[src/logic/sad_pkg.sv]
// Constants and carrier types for the system address decoder
package sad_pkg;

    // Number of decoded target windows
    localparam int N_TGT = 39;
    // Index of each named window
    localparam int TGT_FLASH      = 0;
    localparam int TGT_SRAM       = 1;
    localparam int TGT_TRACE_UNIT = 34;
    localparam int TGT_IRQ_CTRL   = 37;

    // Alias regions and the spaces they fold onto
    localparam logic [31:0] SRAM_BASE       = 32'h2000_0000;
    localparam logic [31:0] SRAM_ALIAS_LO   = 32'h2200_0000;
    localparam logic [31:0] SRAM_ALIAS_HI   = 32'h23ff_ffff;
    localparam logic [31:0] PERI_BASE       = 32'h4000_0000;
    localparam logic [31:0] PERI_ALIAS_LO   = 32'h4200_0000;
    localparam logic [31:0] PERI_ALIAS_HI   = 32'h43ff_ffff;
    localparam logic [31:0] ALIAS_OFF_MASK  = 32'h01ff_ffff;

    // Window bases; sizes are 2**TGT_LOG bytes
    localparam logic [31:0] TGT_BASE [N_TGT] = '{
        32'h0000_0000, 32'h2000_0000,
        32'h4000_0000, 32'h4000_4000, 32'h4000_5000, 32'h4000_6000,
        32'h4000_7000, 32'h4000_8000, 32'h4000_9000, 32'h4000_c000,
        32'h4000_d000, 32'h4000_e000,
        32'h4002_0000, 32'h4002_0800, 32'h4002_1000, 32'h4002_1800,
        32'h4002_4000, 32'h4002_5000, 32'h4002_6000, 32'h4002_7000,
        32'h4002_8000, 32'h4002_c000, 32'h4002_d000,
        32'h4003_0000, 32'h4003_1000, 32'h4003_2000, 32'h4003_3000,
        32'h4003_8000, 32'h4003_c000, 32'h4004_0000, 32'h4004_1000,
        32'h400f_c000, 32'h400f_d000, 32'h400f_e000,
        32'he000_0000, 32'he000_1000, 32'he000_2000, 32'he000_e000,
        32'he004_0000
    };
    localparam logic [4:0] TGT_LOG [N_TGT] = '{
        5'h12, 5'h10,
        5'h0c, 5'h0c, 5'h0c, 5'h0c, 5'h0c, 5'h0c, 5'h0c, 5'h0c,
        5'h0c, 5'h0c,
        5'h0b, 5'h0b, 5'h0b, 5'h0b,
        5'h0c, 5'h0c, 5'h0c, 5'h0c, 5'h0c, 5'h0c, 5'h0c,
        5'h0c, 5'h0c, 5'h0c, 5'h0c,
        5'h0c, 5'h0c, 5'h0c, 5'h0c,
        5'h0c, 5'h0c, 5'h0c,
        5'h0c, 5'h0c, 5'h0c, 5'h0c,
        5'h0c
    };

    // Reset values
    localparam logic [N_TGT-1:0] SEL_RST  = '0;
    localparam logic [31:0]      WORD_RST = 32'h0000_0000;

    typedef enum {
        SAD_IDLE,
        SAD_ACCESS,
        SAD_WBACK,
        SAD_RESP
    } sad_state_e;

    // Master request and answer
    typedef struct packed {
        logic        valid;
        logic        write;
        logic [31:0] addr;
        logic [31:0] wdata;
    } sad_mreq_s;

    typedef struct packed {
        logic        valid;
        logic        fault;
        logic [31:0] rdata;
    } sad_mrsp_s;

    // Request to the selected slave and its shared answer
    typedef struct packed {
        logic [N_TGT-1:0] sel;
        logic             write;
        logic [17:0]      offset;
        logic [31:0]      wdata;
    } sad_sreq_s;

    typedef struct packed {
        logic        ready;
        logic [31:0] rdata;
    } sad_srsp_s;

    // Whole state of the decoder
    typedef struct packed {
        sad_state_e  st;
        sad_sreq_s   sreq;
        logic        alias_acc;
        logic        alias_wr;
        logic        alias_bit;
        logic [4:0]  pos;
        sad_mrsp_s   mrsp;
    } sad_reg_s;

endpackage

[src/logic/sad_decoder.sv]
// System address decoder with bit-level alias handling
`timescale 1ns/1ps
module sad_decoder (
    // Clock and reset
    input  wire logic              ref_clk_i,
    input  wire logic              resetn_i,
    // Master side
    input  wire sad_pkg::sad_mreq_s mreq_i,
    output logic                    mreq_ready_o,
    output sad_pkg::sad_mrsp_s      mrsp_o,
    // Slave side
    output sad_pkg::sad_sreq_s      sreq_o,
    input  wire sad_pkg::sad_srsp_s srsp_i
);

    sad_pkg::sad_reg_s         q_r;
    sad_pkg::sad_reg_s         q_nxt;
    logic [31:0]               eff_addr;
    logic                      is_alias;
    logic [2:0]                alias_bitno;
    logic [sad_pkg::N_TGT-1:0] hit;
    logic [31:0]               off_mask;
    logic [31:0]               bit_mask;

    // Fold alias addresses onto the byte they stand for
    always_comb begin
        is_alias    = 1'b0;
        eff_addr    = mreq_i.addr;
        alias_bitno = mreq_i.addr[4:2];
        if (mreq_i.addr >= sad_pkg::SRAM_ALIAS_LO &&
            mreq_i.addr <= sad_pkg::SRAM_ALIAS_HI) begin
            is_alias = 1'b1;
            eff_addr = sad_pkg::SRAM_BASE
                     + ((mreq_i.addr & sad_pkg::ALIAS_OFF_MASK) >> 5);
        end else if (mreq_i.addr >= sad_pkg::PERI_ALIAS_LO &&
                     mreq_i.addr <= sad_pkg::PERI_ALIAS_HI) begin
            is_alias = 1'b1;
            eff_addr = sad_pkg::PERI_BASE
                     + ((mreq_i.addr & sad_pkg::ALIAS_OFF_MASK) >> 5);
        end
    end

    // One comparator per window; anything outside every window faults
    generate
        for (genvar i = 0; i < sad_pkg::N_TGT; i++) begin : g_win
            assign hit[i] = ((eff_addr ^ sad_pkg::TGT_BASE[i])
                             >> sad_pkg::TGT_LOG[i]) == 32'h0000_0000;
        end
    endgenerate

    // Offset mask of the hit window, so the slave sees only its own bits
    always_comb begin
        off_mask = 32'h0000_0000;
        for (int i = 0; i < sad_pkg::N_TGT; i++) begin
            if (hit[i]) begin
                off_mask = (32'h0000_0001 << sad_pkg::TGT_LOG[i]) - 32'h0000_0001;
            end
        end
    end

    assign bit_mask = 32'h0000_0001 << q_r.pos;

    // Next-state logic for the whole decoder
    always_comb begin
        q_nxt            = q_r;
        q_nxt.mrsp.valid = 1'b0;
        case (q_r.st)
            sad_pkg::SAD_IDLE: begin
                if (mreq_i.valid) begin
                    q_nxt.alias_acc = is_alias;
                    q_nxt.alias_wr  = is_alias & mreq_i.write;
                    q_nxt.alias_bit = mreq_i.wdata[0];
                    q_nxt.pos       = {eff_addr[1:0], alias_bitno};
                    if (hit == '0) begin
                        // Reserved, unfitted and vendor space all land here
                        q_nxt.mrsp.fault = 1'b1;
                        q_nxt.mrsp.rdata = sad_pkg::WORD_RST;
                        q_nxt.st         = sad_pkg::SAD_RESP;
                    end else begin
                        // Flash, SRAM, peripheral and private-bus windows
                        q_nxt.sreq.sel    = hit;
                        q_nxt.sreq.write  = mreq_i.write & ~is_alias;
                        q_nxt.sreq.offset = 18'((eff_addr & off_mask)
                                          & ~(is_alias ? 32'h0000_0003
                                                       : 32'h0000_0000));
                        q_nxt.sreq.wdata  = mreq_i.wdata;
                        q_nxt.mrsp.fault  = 1'b0;
                        q_nxt.st          = sad_pkg::SAD_ACCESS;
                    end
                end
            end
            sad_pkg::SAD_ACCESS: begin
                if (srsp_i.ready) begin
                    if (q_r.alias_wr) begin
                        // Alias write: read word first, then change one bit only
                        q_nxt.sreq.write = 1'b1;
                        q_nxt.sreq.wdata = q_r.alias_bit
                                         ? (srsp_i.rdata | bit_mask)
                                         : (srsp_i.rdata & ~bit_mask);
                        q_nxt.alias_wr   = 1'b0;
                        q_nxt.st         = sad_pkg::SAD_WBACK;
                    end else begin
                        q_nxt.sreq.sel   = sad_pkg::SEL_RST;
                        q_nxt.mrsp.rdata = q_r.alias_acc
                                         ? {31'h0000_0000, srsp_i.rdata[q_r.pos]}
                                         : srsp_i.rdata;
                        q_nxt.st         = sad_pkg::SAD_RESP;
                    end
                end
            end
            sad_pkg::SAD_WBACK: begin
                if (srsp_i.ready) begin
                    q_nxt.sreq.sel   = sad_pkg::SEL_RST;
                    q_nxt.sreq.write = 1'b0;
                    q_nxt.mrsp.rdata = sad_pkg::WORD_RST;
                    q_nxt.st         = sad_pkg::SAD_RESP;
                end
            end
            sad_pkg::SAD_RESP: begin
                // Answer stands one cycle, the same cycle in which the next request may come
                q_nxt.mrsp.valid = 1'b1;
                q_nxt.st         = sad_pkg::SAD_IDLE;
            end
            default: begin
                q_nxt.st       = sad_pkg::SAD_IDLE;
                q_nxt.sreq.sel = sad_pkg::SEL_RST;
            end
        endcase
    end

    // State register
    always_ff @(posedge ref_clk_i or negedge resetn_i) begin
        if (!resetn_i) begin
            q_r.st          <= sad_pkg::SAD_IDLE;
            q_r.sreq.sel    <= sad_pkg::SEL_RST;
            q_r.sreq.write  <= 1'b0;
            q_r.sreq.offset <= 18'h0_0000;
            q_r.sreq.wdata  <= sad_pkg::WORD_RST;
            q_r.alias_acc   <= 1'b0;
            q_r.alias_wr    <= 1'b0;
            q_r.alias_bit   <= 1'b0;
            q_r.pos         <= 5'h00;
            q_r.mrsp.valid  <= 1'b0;
            q_r.mrsp.fault  <= 1'b0;
            q_r.mrsp.rdata  <= sad_pkg::WORD_RST;
        end else begin
            q_r <= q_nxt;
        end
    end

    // Ready only while idle, which keeps one access in flight at a time
    assign mreq_ready_o = (q_r.st == sad_pkg::SAD_IDLE);
    assign mrsp_o       = q_r.mrsp;
    assign sreq_o       = q_r.sreq;

endmodule // sad_decoder

[config.mk]
export PLATFORM = sky130hd
export DESIGN_NAME = sad_decoder
export DESIGN_NICKNAME = d
export VERILOG_FILES = /design/src/logic/sad_pkg.sv /design/src/logic/sad_decoder.sv
export SDC_FILE = /design/constraint.sdc
export NUM_CORES = 1
export LEC_CHECK = 0
export BUFFER_PORTS_ARGS = -buffer_cell sky130_fd_sc_hd__clkbuf_2
export CORE_ASPECT_RATIO = 2
export CORE_MARGIN = 4
export CORE_UTILIZATION = 35
export CTS_BUF_LIST = sky130_fd_sc_hd__clkbuf_4 sky130_fd_sc_hd__clkbuf_8
export DETAILED_ROUTE_END_ITERATION = 12
export REMOVE_ABC_BUFFERS = 1
export SLEW_MARGIN = 5
export SYNTH_ARGS = -nofsm -noshare
export SYNTH_HDL_FRONTEND = slang
export SYNTH_SLANG_ARGS = --single-unit
[constraint.sdc]
create_clock -name ref_clk_i -period 4.3 [get_ports ref_clk_i]
set_clock_uncertainty 0.2 [all_clocks]
set_input_delay 0.43 -clock ref_clk_i [delete_from_list [all_inputs] [get_ports ref_clk_i]]
set_output_delay 0.43 -clock ref_clk_i [all_outputs]
set_load 0.02 [all_outputs]
==> results.sh, run 1 <==
export IMPL_placementRows=83
export IMPL_die_area_mm2=0.02899
export IMPL_critPathCaptureType="flop"
export IMPL_drt_pass1_iter_count=5
export IMPL_synth_edf_count=0
export IMPL_nNetsFinal=1224
export IMPL_rr_endpoint="mrsp_o[0]$_DFFE_PN0P_"
export IMPL_cts_buffers=17
export IMPL_detail_route_wl_per_cell_um=19.77
export IMPL_htreeDepth=4
export IMPL_die_w_um=122.4
export IMPL_hold_viol=0
export IMPL_vias=7365
export IMPL_p_per_area_mw_per_mm2=550.3
export IMPL_cp_data_required_time_ns=4.46
export IMPL_clkSinkCount=134
export IMPL_clock_latency_ns=0.47
export IMPL_core_area_mm2=0.02575
export IMPL_synthFlopType="dfrtp_1"
export IMPL_antenna_found_initial=1
export IMPL_reg2reg_slack_ns=1.33
export IMPL_min_period_ns=3.287
export IMPL_switchingPower_w=0.002606
export IMPL_min_period_over_period_pct=76.43
export IMPL_wl_um=29110
export IMPL_filler_cell_count=2666
export IMPL_crit_path_start_kind="primary input"
export IMPL_drive_above_1_share_pct=33.60
export IMPL_p_clk_share_pct=17.1
export IMPL_synth_top_area_share_pct=36.60
export IMPL_worst_pin_slew_ns=1.044
export IMPL_synth_common_cells="nand2_1, dfrtp_1, buf_4"
export IMPL_power_internal_w=0.003157
export IMPL_ys_ff_latch=134
export IMPL_syn_area_mm2=0.009163
export IMPL_yosysWarnings=0
export IMPL_postCtsSetupRepairBufs=0
export IMPL_p_leak_nw=5.021
export IMPL_syn_to_final_growth_pct=14.31
export IMPL_drt_iter0_markers=368
export IMPL_ff2ff_path_depth=6
export IMPL_hold_path_class="in2reg"
export IMPL_cap_viol_max_count=0
export IMPL_clkTransAtPathRegs_ns=0.08
export IMPL_hpwlAfterDp_um=22570
export IMPL_p_comb_share_pct=49.4
export IMPL_track_usage_pct=20.32
export IMPL_grt_max_degree=97
export IMPL_via_per_inst=5.003
export IMPL_globalplace_congestion=0.9251
export IMPL_min_to="mrsp_o[21]$_DFFE_PN0P_"
export IMPL_placed_cells=1402
export IMPL_overflow=0
export IMPL_r2r_start="q_r[34]$_DFFE_PN0P_"
export IMPL_peakVddDrop_uv=281.7
export IMPL_ys_types=65
export IMPL_die_y_um=236.8
export IMPL_setup_viol=0
export IMPL_first_global_vias=7680
export IMPL_hold_depth=3
export IMPL_syn_inst=1002
export IMPL_grt_first_pass_wirelength_um=44300
export IMPL_pwr_share_seq_pct=33.5
export IMPL_crit_start="mreq_i[63]"
export IMPL_grt_setup_unrepaired="no"
export IMPL_ant_nets=0
export IMPL_fmaxAchievable_mhz=304.3
export IMPL_seq_area_frac_synth_pct=36.60
export IMPL_root_buffer="clkbuf_8"
export IMPL_status="completed"
export IMPL_netlist_top_cells_area="dfrtp_1, buf_4, nand2_1, o31ai_1, mux2i_1"
export IMPL_slew_violations=0
export IMPL_p_sw_share_pct=45.22
export IMPL_cts_tree="yes"
export IMPL_final_setup_tns_ns=0
export IMPL_cts_buffer_depth=2
export IMPL_port_buffers=225
export IMPL_initial_core_util_pct=35.58
export IMPL_netlist_top_cell_by_area="dfrtp_1"
export IMPL_final_core_util_pct=40.67
export IMPL_async_flop_share_pct=100.0
export IMPL_pin_count=226
export IMPL_synth_most_common_cell="nand2_1"
export IMPL_postSynthAreaPerCell_um2=9.144
export IMPL_min_from="srsp_i[21]"
export IMPL_crit_fanout=32
export IMPL_critical_path_arrival_ns=3.44
export IMPL_path_class="in2reg"
export IMPL_drcViolationCount=0
export IMPL_slew_headroom_pct=30.42
export IMPL_stdcell_count=1472
power by group through the flow:
stage                     sequential, W  clock, W  combinational [W]
after floorplan                 0.00222         0            0.00154
after global placement          0.00195         0            0.00283
after detailed placement        0.00195         0            0.00286
after CTS                       0.00193   0.00103            0.00289
after global routing            0.00198   0.00108            0.00310
final                           0.00193  0.000984            0.00285
layout by cell type, fill, tap and decap left out, types with 6 or more instances in the layout:
cell           instances
o31ai_1               72
nor2_1                39
nand2b_1               9
nand4_1                7
nand2_1              182
clkbuf_2             224
inv_6                  7
a21oi_1               11
mux2i_1               51
o41ai_1                8
dfrtp_1              134
nor3_1                13
nor4_1                 6
mux4_2                10
dlygate4sd3_1         37
mux2_2                45
nor2b_1                6
o21ai_0               20
mux2_4                24
a31oi_1                7
nand3_1               13
inv_1                 75
clkbuf_8              17
buf_4                 22
final cells by class:
cell class / count / area, um^2 / area share (%)
Inverter: 75 / 281.5 / 2.688
Tap cell: 340 / 425.4 / 4.062
Timing Repair Buffer: 288 / 1748 / 16.69
Sequential cell: 134 / 3353 / 32.02
Multi-Input combinational cell: 602 / 4312 / 41.17
Clock inverter: 15 / 117.6 / 1.123
Clock buffer: 17 / 234.0 / 2.234
Antenna cell: 1 / 2.502 / 0.02389
flip-flops by register name, indices dropped and copies added (netlist names):
name,cells
sreq_o,90
mrsp_o,34
q_r,10
stage by stage:
step | hold WS (ns) | total power (W) | cell area, um^2 | setup slack, ns
floorplan | -0.06559 | 0.003758 | 7928 | -1.593
global placement | 0.2623 | 0.004777 | 9749 | 0.5210
detailed placement | 0.2644 | 0.004814 | 9749 | 0.4970
CTS | 0.00005385 | 0.005850 | 10470 | 1.027
global route | 0.02419 | 0.006154 | 10470 | 0.8431
finish | 0.04038 | 0.005764 | 10470 | 1.013
cell families (layout without fill, tap and decap cells):
| logic type | count (synthesis) | count (layout) | share of synthesized area, % |
|---|---|---|---|
| fa+ha+maj | 5 | 5 | 0.6828 |
| mux | 131 | 131 | 17.74 |
| simple gates | 308 | 308 | 15.44 |
| buf+inv | 266 | 395 | 16.55 |
| other cells | 0 | 1 | 0 |
| xor+xnor | 3 | 3 | 0.2868 |
| compound gates | 155 | 155 | 12.70 |
| flops | 134 | 134 | 36.60 |
how the worst max path moves through the flow:
stage | end | cells past startpoint
3_3_place_gp | sreq_o[4]$_DFFE_PN0P_ | 11
5_1_grt | sreq_o[4]$_DFFE_PN0P_ | 11
6_report | sreq_o[4]$_DFFE_PN0P_ | 11
4_1_cts | sreq_o[4]$_DFFE_PN0P_ | 11
3_5_place_dp | sreq_o[0]$_DFFE_PN0P_ | 11
2_1_floorplan | sreq_o[87]$_DFFE_PN0P_ | 7
worst max-delay path, cell delays in order:
cell      delay, ns
clkbuf_2       0.13
or4_4          0.57
nor3_2         0.16
buf_4          0.34
mux2i_1        0.38
nand2_1        0.14
o22ai_4        0.23
nor3_4         0.10
a211oi_4       0.28
buf_12         0.28
mux2_2         0.37
per-layer routing:
layer | vias up | track usage (%) | share of wire, %
met5 | - | 0 | 0
met4 | 0 | 9.925 | 4.4
met3 | 59 | 3.537 | 4.1
met2 | 226 | 39.43 | 58
met1 | 3532 | 19.97 | 34
li1 | 3548 | - | -
timing repair:
action / in CTS / in global routing
hold endpoints to repair: 130 / 0
hold buffers: 37 / 0
gates resized for setup: 0 / 0
No activity file was read; power rests on OpenSTA's default activity.
==> inputs of run 2 (changes only) <==
==> constraint.sdc (replaced) <==
create_clock -name ref_clk_i -period 3.4 [get_ports ref_clk_i]
set_clock_uncertainty 0.2 [all_clocks]
set_input_delay 0.34 -clock ref_clk_i [delete_from_list [all_inputs] [get_ports ref_clk_i]]
set_output_delay 0.34 -clock ref_clk_i [all_outputs]
set_load 0.02 [all_outputs]
==> run 2 against run 1 <==
Wire length is 2.8% higher. Total power is 34% higher. Sequential power is 25% higher. First-iteration DRC count is 7.9% lower. Register-to-register slack worse by 0.73 ns. Worst setup slack worse by 0.54 ns. Largest cell class unchanged. Largest power group unchanged.
==> results.sh, run 2 (synthesized netlist as in run 1, its figures left out) <==
export IMPL_cp_slowest_cell="nor4bb_1"
export IMPL_hold_viol=0
export IMPL_rr_endpoint="mrsp_o[0]$_DFFE_PN0P_"
export IMPL_hold_depth=3
export IMPL_die_y_um=236.8
export IMPL_setup_viol=0
export IMPL_via_per_inst=4.992
export IMPL_fmaxAchievable_mhz=341.5
export IMPL_peakVddDrop_uv=307.8
export IMPL_cp_data_required_time_ns=3.58
export IMPL_wl_um=29920
export IMPL_min_period_ns=2.928
export IMPL_crit_start="mreq_i[50]"
export IMPL_clkSinkCount=134
export IMPL_hpwlAfterDp_um=23360
export IMPL_drt_pass1_iter_count=5
export IMPL_cts_resized=0
export IMPL_crit_path_start_kind="primary input"
export IMPL_die_w_um=122.4
export IMPL_drive_above_1_share_pct=35.72
export IMPL_path_class="in2reg"
export IMPL_min_from="mreq_i[48]"
export IMPL_critical_path_arrival_ns=3.11
export IMPL_crit_chain="clkbuf_2 -> nor4bb_1 -> o31ai_1 -> a221oi_1 -> a32oi_1 -> nand2_2 -> nor3_4 -> a211oi_4 -> buf_12 -> mux2_2"
export IMPL_clkTransAtPathRegs_ns=0.09
export IMPL_placed_cells=1446
export IMPL_postCtsSetupRepairBufs=0
export IMPL_fin_ws_ns=0.4716
export IMPL_ff2ff_path_depth=7
export IMPL_initial_core_util_pct=35.58
export IMPL_cts_tree="yes"
export IMPL_placementRows=83
export IMPL_critPathCaptureType="flop"
export IMPL_min_period_over_period_pct=86.13
export IMPL_top_layer_used="met4"
export IMPL_track_usage_pct=21.15
export IMPL_antenna_found_initial=2
export IMPL_vias=7633
export IMPL_grt_setup_unrepaired="no"
export IMPL_stdcell_count=1529
export IMPL_pin_count=226
export IMPL_p_per_area_mw_per_mm2=698.7
export IMPL_hold_path_class="in2reg"
export IMPL_cts_buffers=17
export IMPL_route_met2_wl_um=17060
export IMPL_met1_length_um=9903
export IMPL_cpPeakStageDelay_ns=0.56
export IMPL_whs_ns=0.04208
export IMPL_drcViolationCount=0
export IMPL_largest_register_ffs=90
export IMPL_place_worst_setup_slack_ns=0.003560
export IMPL_routed_wl_met3_um=1075
export IMPL_slew_violations=0
export IMPL_grt_first_pass_wirelength_um=45950
export IMPL_root_buffer="clkbuf_8"
export IMPL_first_global_vias=8051
export IMPL_min_to="sreq_o[48]$_DFFE_PN0P_"
export IMPL_grt_max_degree=74
export IMPL_die_area_mm2=0.02899
export IMPL_clock_latency_ns=0.49
export IMPL_htreeDepth=4
export IMPL_reg2reg_slack_ns=0.60
export IMPL_nNetsFinal=1280
export IMPL_globalplace_congestion=0.8965
export IMPL_port_buffers=225
export IMPL_status="completed"
export IMPL_mostFrequentLayoutCells="clkbuf_2, nand2_1, dfrtp_1, inv_1, o31ai_1"
export IMPL_cap_viol_max_count=0
export IMPL_core_area_mm2=0.02575
export IMPL_p_leak_nw=5.352
export IMPL_r2r_start="q_r[34]$_DFFE_PN0P_"
export IMPL_mostFrequentLayoutCell="clkbuf_2"
export IMPL_slew_headroom_pct=34.72
export IMPL_drt_iter0_markers=339
export IMPL_overflow=0
export IMPL_syn_to_final_growth_pct=20.69
export IMPL_crit_fanout=32
export IMPL_detail_route_wl_per_cell_um=19.57
export IMPL_worst_pin_slew_ns=0.9690
export IMPL_ant_nets=0
export IMPL_cts_buffer_depth=2
-- run 2: metrics by stage --
stage | cell area, um^2 | utilization (%) | TNS (ns) | power, W
after floorplan | 7928 | - | -159.43 | 0.004753
after global placement | 10120 | 39.28 | -0.3797 | 0.006131
after detailed placement | 10120 | 39.28 | 0 | 0.006200
after CTS | 11050 | 42.92 | 0 | 0.007830
after global routing | 11060 | 42.93 | 0 | 0.008231
final | 11060 | 42.94 | 0 | 0.007726
-- run 2: worst max path at each step --
stage,end,slack [ns],cells past startpoint
after global routing,sreq_o[80]$_DFFE_PN0P_,0.37,6
final,sreq_o[4]$_DFFE_PN0P_,0.47,10
after global placement,sreq_o[6]$_DFFE_PN0P_,-0.04,10
after CTS,mrsp_o[0]$_DFFE_PN0P_,0.51,7
after detailed placement,sreq_o[4]$_DFFE_PN0P_,0.004,10
after floorplan,sreq_o[87]$_DFFE_PN0P_,-2.40,7
-- run 2: power breakdown --
part | switching [W] | total (W) | internal [W]
Combinational | 0.00220 | 0.00378 | 0.00159
Clock | 0.000713 | 0.00154 | 0.000826
Sequential | 0.000401 | 0.00241 | 0.00201
Total | 0.00331 | 0.00773 | 0.00442
-- run 2: metal layers --
metal | up-vias | track usage [%]
met5 | - | 0
met4 | 0 | 12.68
met3 | 76 | 4.015
met2 | 220 | 40.50
met1 | 3680 | 20.03
li1 | 3657 | -
-- run 2: what timing repair did --
| action | in CTS | in global routing |
|---|---|---|
| setup endpoints to repair | 0 | 0 |
| hold endpoints to repair | 121 | 0 |
| hold buffers | 49 | 0 |
-- run 2: critical path: cells and delay by family --
kind | cells | cell delay, ns
AOI/OAI and AO/OA | 4 | 1.13
buffers and inverters | 2 | 0.45
muxes | 1 | 0.37
and+or+nand+nor | 3 | 0.78
-- run 2: area by class of cell --
| cell class | instances | area, um^2 |
|---|---|---|
| Tap cell | 340 | 425.4 |
| Timing Repair Buffer | 344 | 2236 |
| Fill cell | 2623 | 14700 |
| Antenna cell | 2 | 5.005 |
| Multi-Input combinational cell | 602 | 4312 |
| Clock buffer | 18 | 247.7 |
| Clock inverter | 14 | 197.7 |
| Inverter | 75 | 281.5 |
| Sequential cell | 134 | 3353 |
==> inputs of run 3 (changes only) <==
--- a/config.mk
+++ b/config.mk
@@ -9,7 +9,6 @@
 export CORE_ASPECT_RATIO = 2
 export CORE_MARGIN = 4
 export CORE_UTILIZATION = 35
-export CTS_BUF_LIST = sky130_fd_sc_hd__clkbuf_4 sky130_fd_sc_hd__clkbuf_8
 export DETAILED_ROUTE_END_ITERATION = 12
 export REMOVE_ABC_BUFFERS = 1
 export SLEW_MARGIN = 5
==> run 3 against run 2 <==
Final cell count shrank 0.39%. Sequential power barely moved. Wire length about the same. Non-clock buffer count down 5. Die area did not move. Maximum frequency up 0.15%. Total power increased by 6.2%. Largest cell class unchanged.
==> results.sh, run 3 (synthesized netlist as in run 1, its figures left out) <==
export IMPL_place_worst_setup_slack_ns=0.003560
export IMPL_wl_um=29920
export IMPL_critical_path_arrival_ns=3.04
export IMPL_via_per_inst=4.995
export IMPL_hold_viol=0
export IMPL_drive_above_1_share_pct=35.87
export IMPL_placementRows=83
export IMPL_postCtsSetupRepairBufs=0
export IMPL_grt_first_pass_wirelength_um=45910
export IMPL_track_usage_pct=21.15
export IMPL_syn_to_final_growth_pct=22.20
export IMPL_cap_viol_max_count=0
export IMPL_p_total_w=0.008205
export IMPL_grt_setup_unrepaired="no"
export IMPL_drt_iter0_markers=416
export IMPL_antenna_found_initial=1
export IMPL_mostFrequentLayoutCell="clkbuf_2"
export IMPL_fin_ws_ns=0.4760
export IMPL_overflow=0
export IMPL_drt_pass1_iter_count=4
export IMPL_cts_tree="yes"
export IMPL_clock_latency_ns=0.43
export IMPL_clkSinkCount=134
export IMPL_first_global_vias=7999
export IMPL_mostFrequentLayoutCells="clkbuf_2, nand2_1, dfrtp_1, inv_1, o31ai_1"
export IMPL_die_area_mm2=0.02899
export IMPL_fmaxAchievable_mhz=342.0
export IMPL_clkTransAtPathRegs_ns=0.06
export IMPL_setup_viol=0
export IMPL_min_period_over_period_pct=86.00
export IMPL_slew_violations=0
export IMPL_detail_route_wl_per_cell_um=19.64
export IMPL_final_setup_tns_ns=0
export IMPL_vias=7608
export IMPL_hold_path_class="in2reg"
export IMPL_initial_core_util_pct=35.58
export IMPL_worst_pin_slew_ns=0.9730
export IMPL_status="completed"
export IMPL_p_leak_nw=5.419
export IMPL_peakVddDrop_uv=315.8
export IMPL_cts_buffer_depth=2
export IMPL_globalplace_congestion=0.8965
export IMPL_largest_register_ffs=90
export IMPL_hpwlAfterDp_um=23360
export IMPL_root_buffer="clkbuf_16"
export IMPL_pin_count=226
export IMPL_cts_buffers=17
export IMPL_p_per_area_mw_per_mm2=732.8
export IMPL_critPathCaptureType="flop"
export IMPL_crit_path_start_kind="primary input"
export IMPL_grt_max_degree=74
export IMPL_htreeDepth=4
export IMPL_core_area_mm2=0.02575
export IMPL_die_w_um=122.4
export IMPL_slew_headroom_pct=35.13
export IMPL_nNetsFinal=1275
export IMPL_drcViolationCount=0
export IMPL_crit_fanout=32
export IMPL_min_period_ns=2.924
export IMPL_port_buffers=225
export IMPL_cp_data_required_time_ns=3.52
export IMPL_ant_nets=0
export IMPL_die_y_um=236.8
export IMPL_path_class="in2reg"
[run 3: what timing repair did]
item	CTS	global route
hold buffers	44	0
hold endpoints to repair	114	0
resized for setup	0	0
[run 3: power breakdown]
group	leakage [nW]	switching (W)	internal, W
sequential	1.83	0.000402	0.00201
clock	0.308	0.000759	0.00125
combinational	3.28	0.00220	0.00158
[run 3: path summary, 6_finish.rpt]
kind / endpoint / cells past startpoint / startpoint / slack, ns
max in group asynchronous: sreq_o[17]$_DFFE_PN0P_ / 3 / resetn_i / 1.86
worst max-delay path: sreq_o[4]$_DFFE_PN0P_ / 10 / mreq_i[50] / 0.48
worst max register to register: mrsp_o[0]$_DFFE_PN0P_ / 7 / q_r[34]$_DFFE_PN0P_ / 0.58
worst min-delay path: sreq_o[36]$_DFFE_PN0P_ / 3 / mreq_i[41] / 0.03
worst min register to register: sreq_o[71]$_DFFE_PN0P_ / 2 / sreq_o[71]$_DFFE_PN0P_ / 0.27
min in group asynchronous: mrsp_o[6]$_DFFE_PN0P_ / 2 / resetn_i / 0.30
[run 3: metrics by stage]
step	hold slack (ns)	cells	utilization, %	instance area [um^2]
2_1_floorplan	-0.1556	811	-	7928
3_3_place_gp	0.2274	1446	39.28	10120
3_5_place_dp	0.2317	1446	39.28	10120
4_1_cts	0.0009688	1522	43.47	11190
5_1_grt	0.01086	1522	43.47	11190
6_report	0.03089	1523	43.48	11200
[run 3: metal layers]
layer	vias up	track usage [%]	wire [um]
met4	0	13.12	1837
met3	73	3.657	1007
met1	3666	20.01	9986
met2	225	40.56	17090
met5	-	0	0
li1	3644	-	-
[run 3: worst max-delay path: stages]
cell	delay (ns)
clkbuf_2	0.17
nor4bb_1	0.56
o31ai_1	0.20
a221oi_1	0.45
a32oi_1	0.15
nand2_2	0.14
nor3_4	0.07
a211oi_4	0.28
buf_12	0.28
mux2_2	0.37
[run 3: layout make-up]
cell class | count | area (um^2)
tap | 340 | 425.4
antenna | 1 | 2.502
sequential | 134 | 3353
clock inverter | 14 | 197.7
fill | 2609 | 14560
clock buffer | 18 | 439.2
multi-input combinational | 602 | 4312
timing repair buffer | 339 | 2186
inverter | 75 | 281.5
